===== src/hdl/ldopc_map.svh =====
// Purpose: register offsets, field positions and reset values for the regulator pair control registers
// Assumes: 8-bit register port addressed by the serial interface slave outside this block
// Notes:   definitions only
`ifndef LDOPC_MAP_SVH
`define LDOPC_MAP_SVH
`define LDOPC_ADDR_A_CTRL    8'h40
`define LDOPC_ADDR_B_CTRL    8'h41
`define LDOPC_ADDR_STATUS    8'h43
`define LDOPC_VCODE_HI       4
`define LDOPC_VCODE_LO       0
`define LDOPC_ON_BIT         5
`define LDOPC_RO_BIT         6
`define LDOPC_DRAIN_BIT      7
`define LDOPC_OK_BIT         0
`define LDOPC_UNMASK_BIT     1
`define LDOPC_RST_VCODE      5'h00
`define LDOPC_RST_ON         1'b0
`define LDOPC_RST_DRAIN      1'b0
`define LDOPC_RST_UNMASK     1'b0
`define LDOPC_RST_RDATA      8'h00
`endif


===== src/hdl/ldopc_pkg.sv =====
// Purpose: types shared by the regulator pair control files
// Assumes: nothing
// Notes:   constants live in ldopc_map.svh
package ldopc_pkg;
  typedef logic [4:0] ldopc_vcode_t;  // 5-bit voltage code
  typedef logic [7:0] ldopc_byte_t;   // register data byte
  typedef logic [9:0] ldopc_mv_t;     // target in units of 10 mV
  typedef enum logic [1:0] {LDOPC_RANGE_LOW, LDOPC_RANGE_MIDLO, LDOPC_RANGE_MIDHI, LDOPC_RANGE_HIGH} ldopc_range_t;
endpackage


===== src/hdl/ldopc_regs.sv =====
// Purpose: control and status registers for the two low-noise regulators
// Assumes: a serial-interface slave outside presents one-cycle write strobes and a read address
// Notes:   read data registered, one cycle after the read address
//
// How it works
// - 5-bit voltage codes per regulator, readable, writable
// - code decoded by range and step lookup
// - bit 5 enables its own regulator
// - push-button low may also turn regulators on
// - bit 7 drains output while regulator off
// - read-only bits ignore writes
// - status bit 0 shows synchronised power-OK
// - status bit 1 is writable fault unmask
`timescale 1ns/1ps
`include "ldopc_map.svh"
module ldopc_regs (
  input  wire logic                core_clk,            // system clock
  input  wire logic                rst_b,               // async reset, active low
  input  wire logic                wr_stb,              // one-cycle write strobe
  input  wire ldopc_pkg::ldopc_byte_t reg_addr,         // register address
  input  wire ldopc_pkg::ldopc_byte_t wr_data,          // write data
  output      ldopc_pkg::ldopc_byte_t rd_data_q,        // registered read data
  input  wire ldopc_pkg::ldopc_byte_t ro_bits_a,        // part-specific read-only bits, first control
  input  wire ldopc_pkg::ldopc_byte_t ro_bits_b,        // part-specific read-only bits, second control
  input  wire ldopc_pkg::ldopc_byte_t ro_bits_s,        // part-specific read-only bits, status
  input  wire logic                push_button_input_n, // push-button pin, active low
  input  wire logic                pb_seq_a_en,         // sequence lets push-button start first
  input  wire logic                pb_seq_b_en,         // sequence lets push-button start second
  input  wire logic                power_ok_raw,        // analog comparator of first regulator
  output      logic                first_ldo_turn_on_q,  // enable to first regulator
  output      logic                second_ldo_turn_on_q, // enable to second regulator
  output      logic                first_ldo_drain_q,    // discharge switch, first
  output      logic                second_ldo_drain_q,   // discharge switch, second
  output      ldopc_pkg::ldopc_vcode_t first_ldo_voltage_code,  // voltage select, first
  output      ldopc_pkg::ldopc_vcode_t second_ldo_voltage_code, // voltage select, second
  output      ldopc_pkg::ldopc_mv_t    first_ldo_target_q,      // decoded target, first
  output      ldopc_pkg::ldopc_mv_t    second_ldo_target_q,     // decoded target, second
  output      logic                first_ldo_fault_q     // unmasked output fault
);
  import ldopc_pkg::*;
  logic [1:0] on_q;       // register enables, [0] first
  logic [1:0] drain_q;    // discharge enables
  ldopc_vcode_t vcode_q [2]; // voltage codes
  logic       unmask_q;   // fault unmask
  logic       pok_s1_q;   // synchroniser stage 1
  logic       pok_s2_q;   // synchroniser stage 2
  logic [1:0] pb_s_q;     // push-button synchroniser
  logic [1:0] pb_seq;     // sequence permits
  logic [1:0] run;        // regulator running
  ldopc_byte_t rd_d;      // read mux

  assign pb_seq = {pb_seq_b_en, pb_seq_a_en};

  // per-regulator control fields
  for (genvar i = 0; i < 2; i++) begin : g_ctl
    localparam ldopc_byte_t ADDR = (i == 0) ? `LDOPC_ADDR_A_CTRL : `LDOPC_ADDR_B_CTRL;
    // field writes; bit 6 never stored
    always_ff @(posedge core_clk or negedge rst_b) begin
      if (!rst_b) begin
        vcode_q[i] <= `LDOPC_RST_VCODE;
        on_q[i]    <= `LDOPC_RST_ON;
        drain_q[i] <= `LDOPC_RST_DRAIN;
      end else if (wr_stb && reg_addr == ADDR) begin
        vcode_q[i] <= wr_data[`LDOPC_VCODE_HI:`LDOPC_VCODE_LO];
        on_q[i]    <= wr_data[`LDOPC_ON_BIT];
        drain_q[i] <= wr_data[`LDOPC_DRAIN_BIT];
      end
    end
    // run = register enable or permitted push-button start
    assign run[i] = on_q[i] | (pb_seq[i] & ~pb_s_q[1]);
  end

  // fault unmask bit; status bits 7:2 and 0 not writable
  always_ff @(posedge core_clk or negedge rst_b) begin
    if (!rst_b) begin
      unmask_q <= `LDOPC_RST_UNMASK;
    end else if (wr_stb && reg_addr == `LDOPC_ADDR_STATUS) begin
      unmask_q <= wr_data[`LDOPC_UNMASK_BIT];
    end
  end

  // two-stage synchronisers for pin inputs
  always_ff @(posedge core_clk or negedge rst_b) begin
    if (!rst_b) begin
      pok_s1_q <= 1'b0;
      pok_s2_q <= 1'b0;
      pb_s_q   <= 2'b11;
    end else begin
      pok_s1_q <= power_ok_raw;
      pok_s2_q <= pok_s1_q;
      pb_s_q   <= {pb_s_q[0], push_button_input_n};
    end
  end

  // analog controls
  always_ff @(posedge core_clk or negedge rst_b) begin
    if (!rst_b) begin
      first_ldo_turn_on_q  <= 1'b0;
      second_ldo_turn_on_q <= 1'b0;
      first_ldo_drain_q    <= 1'b0;
      second_ldo_drain_q   <= 1'b0;
      first_ldo_fault_q    <= 1'b0;
    end else begin
      first_ldo_turn_on_q  <= run[0];
      second_ldo_turn_on_q <= run[1];
      first_ldo_drain_q    <= drain_q[0] & ~run[0];
      second_ldo_drain_q   <= drain_q[1] & ~run[1];
      first_ldo_fault_q    <= unmask_q & ~pok_s2_q;
    end
  end

  assign first_ldo_voltage_code  = vcode_q[0];
  assign second_ldo_voltage_code = vcode_q[1];

  // read mux; read-only bits come from part inputs
  always_comb begin
    case (reg_addr)
      `LDOPC_ADDR_A_CTRL: rd_d = {drain_q[0], ro_bits_a[`LDOPC_RO_BIT], on_q[0], vcode_q[0]};
      `LDOPC_ADDR_B_CTRL: rd_d = {drain_q[1], ro_bits_b[`LDOPC_RO_BIT], on_q[1], vcode_q[1]};
      `LDOPC_ADDR_STATUS: rd_d = {ro_bits_s[7:2], unmask_q, pok_s2_q};
      default:            rd_d = `LDOPC_RST_RDATA;
    endcase
  end

  // registered read data
  always_ff @(posedge core_clk or negedge rst_b) begin
    if (!rst_b) begin
      rd_data_q <= `LDOPC_RST_RDATA;
    end else begin
      rd_data_q <= rd_d;
    end
  end

  // voltage decoders
  ldopc_vdecode u_dec_a (
    .core_clk (core_clk),
    .rst_b    (rst_b),
    .code     (vcode_q[0]),
    .target_q (first_ldo_target_q)
  );
  ldopc_vdecode u_dec_b (
    .core_clk (core_clk),
    .rst_b    (rst_b),
    .code     (vcode_q[1]),
    .target_q (second_ldo_target_q)
  );

  // checks
  AST_WR_CODE: assert property (@(posedge core_clk) disable iff (!rst_b)
    wr_stb && reg_addr == `LDOPC_ADDR_A_CTRL |=> first_ldo_voltage_code == $past(wr_data[4:0]))
    else $error("first voltage code not written");
  AST_DEC: assert property (@(posedge core_clk) disable iff (!rst_b)
    vcode_q[0] == 5'h1F ##1 vcode_q[0] == 5'h1F |-> first_ldo_target_q == 10'd330)
    else $error("top code not decoded to 3.30 V");
  AST_ON: assert property (@(posedge core_clk) disable iff (!rst_b)
    wr_stb && reg_addr == `LDOPC_ADDR_B_CTRL && wr_data[5] |-> ##2 second_ldo_turn_on_q)
    else $error("second regulator not enabled");
  AST_PB: assert property (@(posedge core_clk) disable iff (!rst_b)
    pb_seq_a_en && !pb_s_q[1] |=> first_ldo_turn_on_q)
    else $error("push-button did not start first regulator");
  AST_DRAIN: assert property (@(posedge core_clk) disable iff (!rst_b)
    first_ldo_drain_q |-> !first_ldo_turn_on_q)
    else $error("drain while running");
  AST_RO: assert property (@(posedge core_clk) disable iff (!rst_b)
    wr_stb && reg_addr == `LDOPC_ADDR_STATUS |=> rd_data_q[7:2] == $past(ro_bits_s[7:2]))
    else $error("status read-only bit disturbed");
  AST_OK: assert property (@(posedge core_clk) disable iff (!rst_b)
    reg_addr == `LDOPC_ADDR_STATUS |=> rd_data_q[0] == $past(pok_s2_q))
    else $error("status power-OK mismatch");
  AST_SYNC: assert property (@(posedge core_clk) disable iff (!rst_b)
    pok_s2_q == $past(power_ok_raw, 2) || !$past(rst_b, 2))
    else $error("power-OK not two stages");
  AST_FAULT: assert property (@(posedge core_clk) disable iff (!rst_b)
    first_ldo_fault_q == ($past(unmask_q) && !$past(pok_s2_q)))
    else $error("fault output wrong");
  // second code takes the written low five bits
  AST_WR_CODE_B: assert property (@(posedge core_clk) disable iff (!rst_b)
    wr_stb && reg_addr == `LDOPC_ADDR_B_CTRL |=> second_ldo_voltage_code == $past(wr_data[4:0]))
    else $error("second voltage code not written");
  // writing the first control leaves the second code alone
  AST_CODE_KEEP: assert property (@(posedge core_clk) disable iff (!rst_b)
    wr_stb && reg_addr == `LDOPC_ADDR_A_CTRL |=> $stable(second_ldo_voltage_code))
    else $error("second voltage code disturbed");
  // lowest code gives the lowest target
  AST_DEC_LOW: assert property (@(posedge core_clk) disable iff (!rst_b)
    vcode_q[1] == 5'h00 ##1 vcode_q[1] == 5'h00 |-> second_ldo_target_q == 10'h05A)
    else $error("code zero not decoded to 0.90 V");
  // first step of the second range
  AST_DEC_MID: assert property (@(posedge core_clk) disable iff (!rst_b)
    vcode_q[0] == 5'h08 ##1 vcode_q[0] == 5'h08 |-> first_ldo_target_q == 10'h091)
    else $error("code eight not decoded to 1.45 V");
  // enable bit clear and button idle keeps the regulator off
  AST_OFF: assert property (@(posedge core_clk) disable iff (!rst_b)
    !on_q[0] && pb_s_q[1] |=> !first_ldo_turn_on_q)
    else $error("first regulator on without enable");
  // enable bit set always runs the regulator
  AST_ON_A: assert property (@(posedge core_clk) disable iff (!rst_b)
    on_q[0] |=> first_ldo_turn_on_q)
    else $error("first regulator not enabled");
  // permitted button press starts the second regulator
  AST_PB_B: assert property (@(posedge core_clk) disable iff (!rst_b)
    pb_seq_b_en && !pb_s_q[1] |=> second_ldo_turn_on_q)
    else $error("push-button did not start second regulator");
  // drain bit set and regulator off gives discharge
  AST_DRAIN_ON: assert property (@(posedge core_clk) disable iff (!rst_b)
    drain_q[0] && !on_q[0] && pb_s_q[1] |=> first_ldo_drain_q)
    else $error("no discharge while first regulator off");
  // second regulator never drained while running
  AST_DRAIN_B: assert property (@(posedge core_clk) disable iff (!rst_b)
    second_ldo_drain_q |-> !second_ldo_turn_on_q)
    else $error("second drain while running");
  // read-only control bit reads the part value
  AST_RO_CTRL: assert property (@(posedge core_clk) disable iff (!rst_b)
    reg_addr == `LDOPC_ADDR_A_CTRL |=> rd_data_q[`LDOPC_RO_BIT] == $past(ro_bits_a[`LDOPC_RO_BIT]))
    else $error("control read-only bit wrong");
  // fault unmask takes the written bit
  AST_UNMASK: assert property (@(posedge core_clk) disable iff (!rst_b)
    wr_stb && reg_addr == `LDOPC_ADDR_STATUS |=> unmask_q == $past(wr_data[`LDOPC_UNMASK_BIT]))
    else $error("fault unmask not written");
  // unmapped addresses read zero
  AST_UNMAPPED: assert property (@(posedge core_clk) disable iff (!rst_b)
    reg_addr != `LDOPC_ADDR_A_CTRL && reg_addr != `LDOPC_ADDR_B_CTRL && reg_addr != `LDOPC_ADDR_STATUS
    |=> rd_data_q == `LDOPC_RST_RDATA)
    else $error("unmapped read not zero");
endmodule // ldopc_regs


===== src/hdl/ldopc_vdecode.sv =====
// Purpose: registered voltage-code lookup, code to target in 10 mV units
// Assumes: code stable from control register
// Notes:   upper two bits pick a range, lower three a step
`timescale 1ns/1ps
module ldopc_vdecode (
  input  wire logic              core_clk,  // system clock
  input  wire logic              rst_b,     // async reset, active low
  input  wire ldopc_pkg::ldopc_vcode_t code,      // voltage code
  output      ldopc_pkg::ldopc_mv_t    target_q   // decoded target
);
  import ldopc_pkg::*;
  ldopc_range_t rng;   // range selected by upper bits
  ldopc_mv_t    mv_d;  // combinational lookup
  assign rng = ldopc_range_t'(code[4:3]);
  // lookup table of the printed voltages
  always_comb begin
    mv_d = 10'h000;
    case (rng)
      LDOPC_RANGE_LOW: begin
        case (code[2:0])
          3'h0: mv_d = 10'd90;  3'h1: mv_d = 10'd100; 3'h2: mv_d = 10'd110; 3'h3: mv_d = 10'd120;
          3'h4: mv_d = 10'd125; 3'h5: mv_d = 10'd130; 3'h6: mv_d = 10'd135; default: mv_d = 10'd140;
        endcase
      end
      LDOPC_RANGE_MIDLO: begin
        case (code[2:0])
          3'h0: mv_d = 10'd145; 3'h1: mv_d = 10'd150; 3'h2: mv_d = 10'd155; 3'h3: mv_d = 10'd160;
          3'h4: mv_d = 10'd170; 3'h5: mv_d = 10'd175; 3'h6: mv_d = 10'd180; default: mv_d = 10'd185;
        endcase
      end
      LDOPC_RANGE_MIDHI: begin
        case (code[2:0])
          3'h0: mv_d = 10'd190; 3'h1: mv_d = 10'd200; 3'h2: mv_d = 10'd210; 3'h3: mv_d = 10'd220;
          3'h4: mv_d = 10'd240; 3'h5: mv_d = 10'd250; 3'h6: mv_d = 10'd260; default: mv_d = 10'd270;
        endcase
      end
      default: begin
        case (code[2:0])
          3'h0: mv_d = 10'd275; 3'h1: mv_d = 10'd280; 3'h2: mv_d = 10'd285; 3'h3: mv_d = 10'd290;
          3'h4: mv_d = 10'd300; 3'h5: mv_d = 10'd310; 3'h6: mv_d = 10'd320; default: mv_d = 10'd330;
        endcase
      end
    endcase
  end
  // output register
  always_ff @(posedge core_clk or negedge rst_b) begin
    if (!rst_b) begin
      target_q <= 10'h000;
    end else begin
      target_q <= mv_d;
    end
  end
endmodule // ldopc_vdecode


===== config.mk =====
export PLATFORM = sky130hd
export DESIGN_NAME = ldopc_regs
export DESIGN_NICKNAME = d
export VERILOG_FILES = /design/src/hdl/ldopc_pkg.sv /design/src/hdl/ldopc_regs.sv /design/src/hdl/ldopc_vdecode.sv
export VERILOG_INCLUDE_DIRS = /design/src /design/src/hdl
export SDC_FILE = /design/constraint.sdc
export NUM_CORES = 1
export LEC_CHECK = 0
export BUFFER_PORTS_ARGS = -buffer_cell sky130_fd_sc_hd__buf_4
export CAP_MARGIN = 20
export CORE_MARGIN = 3
export CORE_UTILIZATION = 55
export DETAILED_ROUTE_END_ITERATION = 6
export GPL_ROUTABILITY_DRIVEN = 0
export PLACE_DENSITY = 0.86
export SYNTH_ARGS = -nofsm -noshare
export SYNTH_HDL_FRONTEND = slang
export SYNTH_HIERARCHICAL = 1
export SYNTH_SLANG_ARGS = --single-unit

===== constraint.sdc =====
create_clock -name core_clk -period 3.8 [get_ports core_clk]
set_input_delay 0.95 -clock core_clk [delete_from_list [all_inputs] [get_ports core_clk]]
set_output_delay 0.95 -clock core_clk [all_outputs]
set_load 0.02 [all_outputs]

* Word level (Yosys, flattened, before mapping)
Cells that the tools add are included.
** Word-level totals
- Word-level logic and storage cells :: 66
- Flip-flop bits (word level) :: 52
- Output and inout bits :: 43
- Input port bits :: 47
** Operators by class
- Muxes and demuxes :: 11
- Bitwise operators :: 11
- Equality and inequality tests :: 19
- Reduce and logical (&&, ||, !) cells :: 7
** Operator list (number)
- $pmux 9 s7 :: 2
- $pmux 8 s7 :: 2
- $pmux 7 s7 :: 2
- $pmux 6 s7 :: 2
- $pmux 10 s3 :: 2
- $eq 8x7->1 const B :: 3
- $pmux 8 s3 :: 1
- $eq 3x3->1 const B :: 6
- $eq 3x2->1 const B :: 4
- $eq 3x1->1 const B :: 2
- $logic_not 3->1 :: 2
- $and 1x1->1 :: 5
- $eq 2x1->1 const B :: 2
- $eq 2x2->1 const B :: 2
- $logic_not 2->1 :: 2
- $not 1->1 :: 4
- $logic_and 1x1->1 :: 3
- $or 1x1->1 :: 2

* Logic depth before layout (Yosys ltp)
Gate-level depths: netlist of the first run.
- Depth in word-level cells :: 5
- Depth in mapped cells :: 7
- Gate-level depth less buffers :: 6

* By module
Netlist of the first run, hierarchy kept.
** Modules (own cells, without submodules)
- ldopc_vdecode :: times used 2, sequential area each 225.2 um2, cells each 88, area each 735.7 um2
- ldopc_regs :: times used 1, sequential area each 803.3 um2, cells each 99, area each 1310.0 um2

* Worst setup path after synthesis of the first run
Ideal clock, no wire load.
- Kind :: input to register
- From :: in reg_addr[5]
- To :: reg drain_q[0]
- Setup time :: 125 ps
- Required time :: 3675 ps
- Path slack :: 1835 ps
- Cell stages on the path :: 3
- Arrival :: 1841 ps
- Cell sequence :: nor4b_4 -> nand4_2 -> mux2_2
** Between the ends
- Longest elaborated chain between the ends :: 2
** RTL lines
- start, declared :: RTL line ldopc_regs.sv:20 : input wire ldopc_pkg::ldopc_byte_t reg_addr,
- $eq 8x7->1 :: RTL line ldopc_regs.sv:63 : end else if (wr_stb && reg_addr == ADDR) begin
- $logic_and 1x1->1 :: RTL line ldopc_regs.sv:63
- end signal, assigned by index :: RTL line ldopc_regs.sv:62 : drain_q[i] <= `LDOPC_RST_DRAIN;
- end signal, assigned by index :: RTL line ldopc_regs.sv:66 : drain_q[i] <= wr_data[`LDOPC_DRAIN_BIT];
- end, declared :: RTL line ldopc_regs.sv:42 : logic [1:0] drain_q;
Every way passes these cells.
A chain may end at the register's enable or synchronous reset.

* Final worst setup path of the first run
- From :: reg vcode_q, in the netlist second_ldo_voltage_code[3]
- To :: out second_ldo_voltage_code[3]
** RTL lines
- start, declared :: RTL line ldopc_regs.sv:43 : ldopc_vcode_t vcode_q [2];
- start signal, assigned by index :: RTL line ldopc_regs.sv:60 : vcode_q[i] <= `LDOPC_RST_VCODE;
- start signal, assigned by index :: RTL line ldopc_regs.sv:64 : vcode_q[i] <= wr_data[`LDOPC_VCODE_HI:`LDOPC_VCODE_LO];
- end, declared :: RTL line ldopc_regs.sv:35 : output ldopc_pkg::ldopc_vcode_t second_ldo_voltage_code,
No word-level cell between the ends.

==> metrics.cfg, run 1 <==
[detailed_routing]
routedWlPerCell_um=14.9
drtPass1Iterations=5
vias=2191
ant_nets=0
wl_mm=5.92
detail_route.iter0.violations=204
viasPerCell=5.52
drcViolationCount=0

[logic_synthesis]
synthTopCellsByArea=dfrtp_1, mux2_2, a21oi_1, nand2_1, mux2i_1
synth_ff_type=dfrtp_1
synth_area_um2=2780
yosysSeqAreaShare_pct=45.1
async_flop_share_pct=100
synth-seq-cells=50
synth.distinct_cells=41
synth_edf_count=0
ys_warn_count=6
synth.avg_cell_area_um2=10.1
yosys.area.top_type_share_pct=43.2
synth.largest_area_cell=dfrtp_1
syn_inst=275
syn_nets=328

[critical_path]
cp_cell_sequence=buf_4
r2r_slack_ns=1.84
crit_family=flip-flops
cp.arrival_ns=1.53
critPathBufInv=1
critPathCaptureType=output pin
cp_data_required_time_ns=2.85
slowest_stage=dfrtp_1
path_max_fanout=29
worstSetupStartpointType=flop
criticalPathCategory=reg2out
cpPeakStageDelay_ns=0.96

[clocking]
clock_latency_ns=0.30
post-cts-setup-buffers=0
clockBufferDepth=2
ctsHoldBuffers=0
cts_resized=0
cts_made_buffers=5
cts_root_buf=clkbuf_8
cts_tree=built
clk_pin_slew_worst_paths_ns=0.08
cts_sinks=50
h-tree-depth=2

[grt]
overflow=0
grt_usage_pct=21.0
grt_max_degree=51
grt_pass1_vias=2088
antenna_found_initial=0
grt_pass1_wl_mm=10.1

[floorplanning]
initial_core_util_pct=57.7
num_io_pins=90
die_w_um=77.1
die_h_um=77.1
coreArea_um2=4820
dieArea_um2=5950
rows=25

[placed_design]
place_hpwl_mm=4.10
place_ws_ns=1.53
dpl-instance-area_um2=3210
port_buffers=70

[timing]
finClkSkew_ns=0.00370
finalCriticalPeriod_ns=2.48
hold_viol=0
period_share_pct=65.4
rsz0062_at_grt=false
drv_slew=0
setup_viol=0
tightest_slew_ns=0.930
slew_headroom_pct=38.0
hold_slack_ns=0.359
fmax_ghz=0.403
fin_setup_tns_ns=0
worst_slack_ns=1.32

[power_and_ir_drop]
ir_worst_vdd_mv=0.225
total_leakage_power_nw=1.54
p_per_area_nw_per_um2=355

[outcome]
status=finished clean

[layout]
layout-drive-gt1-share_pct=36.1
area_growth_pct=18.8
antenna_cells=0
layout_commonest_cell=buf_4
design_area_um2=3300
final_cell_mix=buf_4, dfrtp_1, nand2_1, a21oi_1, nor2_1
final_nets=382
fill_cells=397

[run]
drv_cap=0

[hold_path]
hold_path.class=reg2reg

cell usage after synthesis (all sizes together), types with 3 or more instances:
master and n:
nand4 3, a21o 4, inv 9, mux2i 10
buf 22, o21ai 18, dfrtp 48, o211ai 4
o221ai 6, and2 3, a21oi 30, nor2b 8
mux2 15, nor2 22, nand2 29, ha 6
or2 8
layout make-up:
| class | count | area [um2] | share of cell area, % |
|---|---|---|---|
| multi-input cells | 193 | 1320 | 39.8 |
| flip-flops and latches | 50 | 1250 | 38.0 |
| repair buffers | 70 | 526 | 15.9 |
| clock buffers | 7 | 86.3 | 2.61 |
| well taps | 67 | 83.8 | 2.54 |
| inverters | 9 | 33.8 | 1.02 |
| clock inverters | 1 | 5.00 | 0.152 |
final timing paths:
kind                                                   end  cells past startpoint                  startpoint
worst max-delay path            second_ldo_voltage_code[3]                      1  second_ldo_voltage_code[3]
worst min-delay path                             pb_s_q[1]                      0                   pb_s_q[0]
worst max register to register         u_dec_a/target_q[4]                      6   first_ldo_voltage_code[2]
worst min register to register                   pb_s_q[1]                      0                   pb_s_q[0]
max in group asynchronous        first_ldo_voltage_code[2]                      1                       rst_b
min in group asynchronous                         pok_s2_q                      1                       rst_b
report_power, final:
group          total, mW  internal [mW]  switching [mW]
Sequential         0.609          0.569          0.0400
Clock              0.311          0.147           0.164
Combinational      0.252          0.120           0.133
Total               1.17          0.836           0.336
state kept, by name (all words and copies together) (netlist names), 2 cells and up:
name	cells
second_ldo_voltage_code	5
drain_q	2
u_dec_b/target_q	9
first_ldo_voltage_code	5
u_dec_a/target_q	9
pb_s_q	2
on_q	2
rd_data_q	8
cell families after synthesis:
family                   Yosys count  synth area share (%)
AO/OA/AOI/OAI                     74                  17.5
AND/OR/NAND/NOR                   80                  15.1
flip-flops                        50                  45.1
adder cells (fa/ha/maj)            8                  3.51
multiplexers                      25                  9.67
buffers and inverters             32                  7.65
other                              2                 0.270
XOR/XNOR                           4                  1.26
per-layer routing:
layer  up-vias  part of all wire [%]  GRT usage [%]
met5         -                     0              0
met4         0                   1.6           6.41
met3        11                   6.7           4.11
met2        89                    51           35.5
met1      1028                    41           27.2
li1       1063                     -              -
per-stage QoR:
stage,std cells,total power [mW],utilization [%]
after floorplan,275,0.772,-
after global placement,389,0.864,66.7
after detailed placement,389,0.871,66.7
after CTS,397,1.18,68.6
after global routing,397,1.24,68.6
final,397,1.17,68.6
Note: power is estimated with default switching activity, not from simulation.
==> run 2, diff against run 1 <==
CORE_UTILIZATION = 46   (was 55)
PLACE_DENSITY = 0.76   (was 0.86)
clock period = 2.1 ns   (was 3.8 ns; I/O delays follow)
==> run 2 against run 1 <==
Against the previous run: die area up 18%; core utilization down 9.0 points; critical path depth unchanged; sequential power up 77%; flip-flop and latch count unchanged; final cell count up 3.0%; power up 90%; clock skew up 0.0020 ns; wire length up 1.5%; register-to-register slack worse by 1.4 ns; count of clock-buffer cells in the layout down 1; critical path type unchanged; largest cell class unchanged.
==> metrics.cfg, run 2 (synthesis gave the netlist of run 1 again) <==
[floorplanning]
die_h_um=83.8  ; +8.6%
num_io_pins=90  ; unchanged
coreArea_um2=5680  ; +18%
rows=27  ; +8.0%
dieArea_um2=7020  ; +18%
initial_core_util_pct=49.0  ; -8.7 points
die_w_um=83.8  ; +8.6%

[layout]
antenna_cells=0  ; unchanged
final_nets=389  ; +1.8%
reg.largest.list=u_dec_a/target_q: 9 flops, u_dec_b/target_q: 9 flops, rd_data_q: 8 flops
area_growth_pct=21.5
utilization_pct=59.6  ; -9.0 points
final_cell_mix=buf_4, dfrtp_1, nand2_1, a21oi_1, nor2_1
layout-drive-gt1-share_pct=37.4  ; +1.3 points
layout_commonest_cell=buf_4
design_area_um2=3380  ; +2.3%
finalNonFillerCells=409  ; +3.0%

[timing]
hold_viol=0  ; unchanged
finClkSkew_ns=0.00572  ; +0.00202 ns
slew_headroom_pct=49.9  ; +12 points
rsz0062_at_grt=false
setup_viol=0  ; unchanged
fmax_ghz=0.520
fin_setup_tns_ns=0  ; unchanged
tightest_slew_ns=0.751  ; -0.179 ns
hold_slack_ns=0.226  ; -0.133 ns
worst_slack_ns=0.175  ; -1.14 ns
period_share_pct=91.6
drv_slew=0  ; unchanged
finalCriticalPeriod_ns=1.92

[power_and_ir_drop]
total_leakage_power_nw=1.58  ; +2.5%
clockPowerShare_pct=29.9  ; +3.4 points
total_power_mw=2.23  ; +90%
p_comb_share_pct=21.5  ; about the same
p_sw_mw=0.622  ; +85%
power.share.sequential_pct=48.6  ; -3.4 points
p_per_area_nw_per_um2=660  ; +86%
p_int_mw=1.61  ; +93%
switching_share_pct=27.9  ; -0.84 points
ir_worst_vdd_mv=0.366  ; +63%

[clocking]
clock_latency_ns=0.30  ; about the same
clk_pin_slew_worst_paths_ns=0.09  ; about the same
cts_resized=0  ; unchanged
cts_sinks=50  ; unchanged
post-cts-setup-buffers=0  ; unchanged
clockBufferDepth=2  ; unchanged
h-tree-depth=2  ; unchanged
cts_tree=built
ctsHoldBuffers=0  ; unchanged
cts_made_buffers=5  ; unchanged
cts_root_buf=clkbuf_8

[critical_path]
criticalPathCategory=reg2out
cp.arrival_ns=1.40  ; -0.13 ns
cpPeakStageDelay_ns=0.84  ; -0.12 ns
critPathBufInv=1  ; unchanged
slowest_stage=dfrtp_1
crit_family=flip-flops
cp_data_required_time_ns=1.57  ; -1.28 ns
path_max_fanout=22  ; -24%
worstSetupStartpointType=flop
critPathCaptureType=output pin
cp_cell_sequence=buf_4

[detailed_routing]
viasPerCell=5.40  ; -2.1%
vias=2210  ; +0.87%
ant_nets=0  ; unchanged
drtPass1Iterations=4  ; -1
routedWlPerCell_um=14.7  ; -1.5%
detail_route.iter0.violations=120  ; -41%
drcViolationCount=0  ; unchanged
wl_mm=6.01  ; +1.5%

[grt]
grt_pass1_vias=2158  ; +3.4%
overflow=0  ; unchanged
grt_pass1_wl_mm=10.4  ; +3.2%
antenna_found_initial=0  ; unchanged
grt_usage_pct=17.9  ; -3.0 points
grt_max_degree=51  ; unchanged

[placed_design]
place_hpwl_mm=4.26  ; +3.9%
port_buffers=70  ; unchanged
place_inst=401  ; +3.1%
dpl-instance-area_um2=3270  ; +1.8%
place_ws_ns=0.275  ; -1.26 ns

[hold_path]
hold_path.class=in2async

[run]
drv_cap=0  ; unchanged

[outcome]
status=finished clean

[run 2: cell count changes in the layout (fill, tap and decap cells not counted), sizes merged]
cell,delta
clkinvlp,+1
clkinv,-1
clkbuf,-1
buf,+7
bufinv,+1
[run 2: power groups by stage]
stage | logic (mW) | clock network (mW) | registers [mW]
after floorplan | 0.241 | 0 | 1.16
after global placement | 0.474 | 0 | 1.10
after detailed placement | 0.483 | 0 | 1.10
after CTS | 0.484 | 0.688 | 1.08
after global routing | 0.526 | 0.733 | 1.10
final | 0.480 | 0.667 | 1.08
[run 2: layout make-up]
| type | instances | area (um2) |
|---|---|---|
| clock buffers | 6 | 72.6 |
| clock inverters | 2 | 37.5 |
| fillers | 511 | 2290 |
| inverters | 9 | 33.8 |
| multi-input cells | 193 | 1320 |
| flip-flops and latches | 50 | 1250 |
| well taps | 72 | 90.1 |
| repair buffers | 77 | 578 |
[run 2: path summary, 6_finish.rpt]
check / slack (ns) / cells past startpoint / startpoint / end
hold / removal: 0.23 / 1 / rst_b / u_dec_a/target_q[4]
setup / recovery: 0.18 / 1 / first_ldo_voltage_code[3] / first_ldo_voltage_code[3]
min in group core_clk: 0.32 / 1 / push_button_input_n / pb_s_q[0]
setup reg to reg: 0.43 / 5 / first_ldo_voltage_code[0] / u_dec_a/target_q[2]
hold reg to reg: 0.35 / 0 / pok_s1_q / pok_s2_q
max in group asynchronous: 1.46 / 1 / rst_b / first_ldo_voltage_code[3]
[run 2: routing by layer]
metal | share of wire (%) | track usage (%) | up-vias
li1 | - | - | 1070
met1 | 43 | 23.4 | 1055
met2 | 48 | 28.6 | 74
met3 | 7.3 | 5.23 | 11
met4 | 1.7 | 6.14 | 0
met5 | 0 | 0 | -
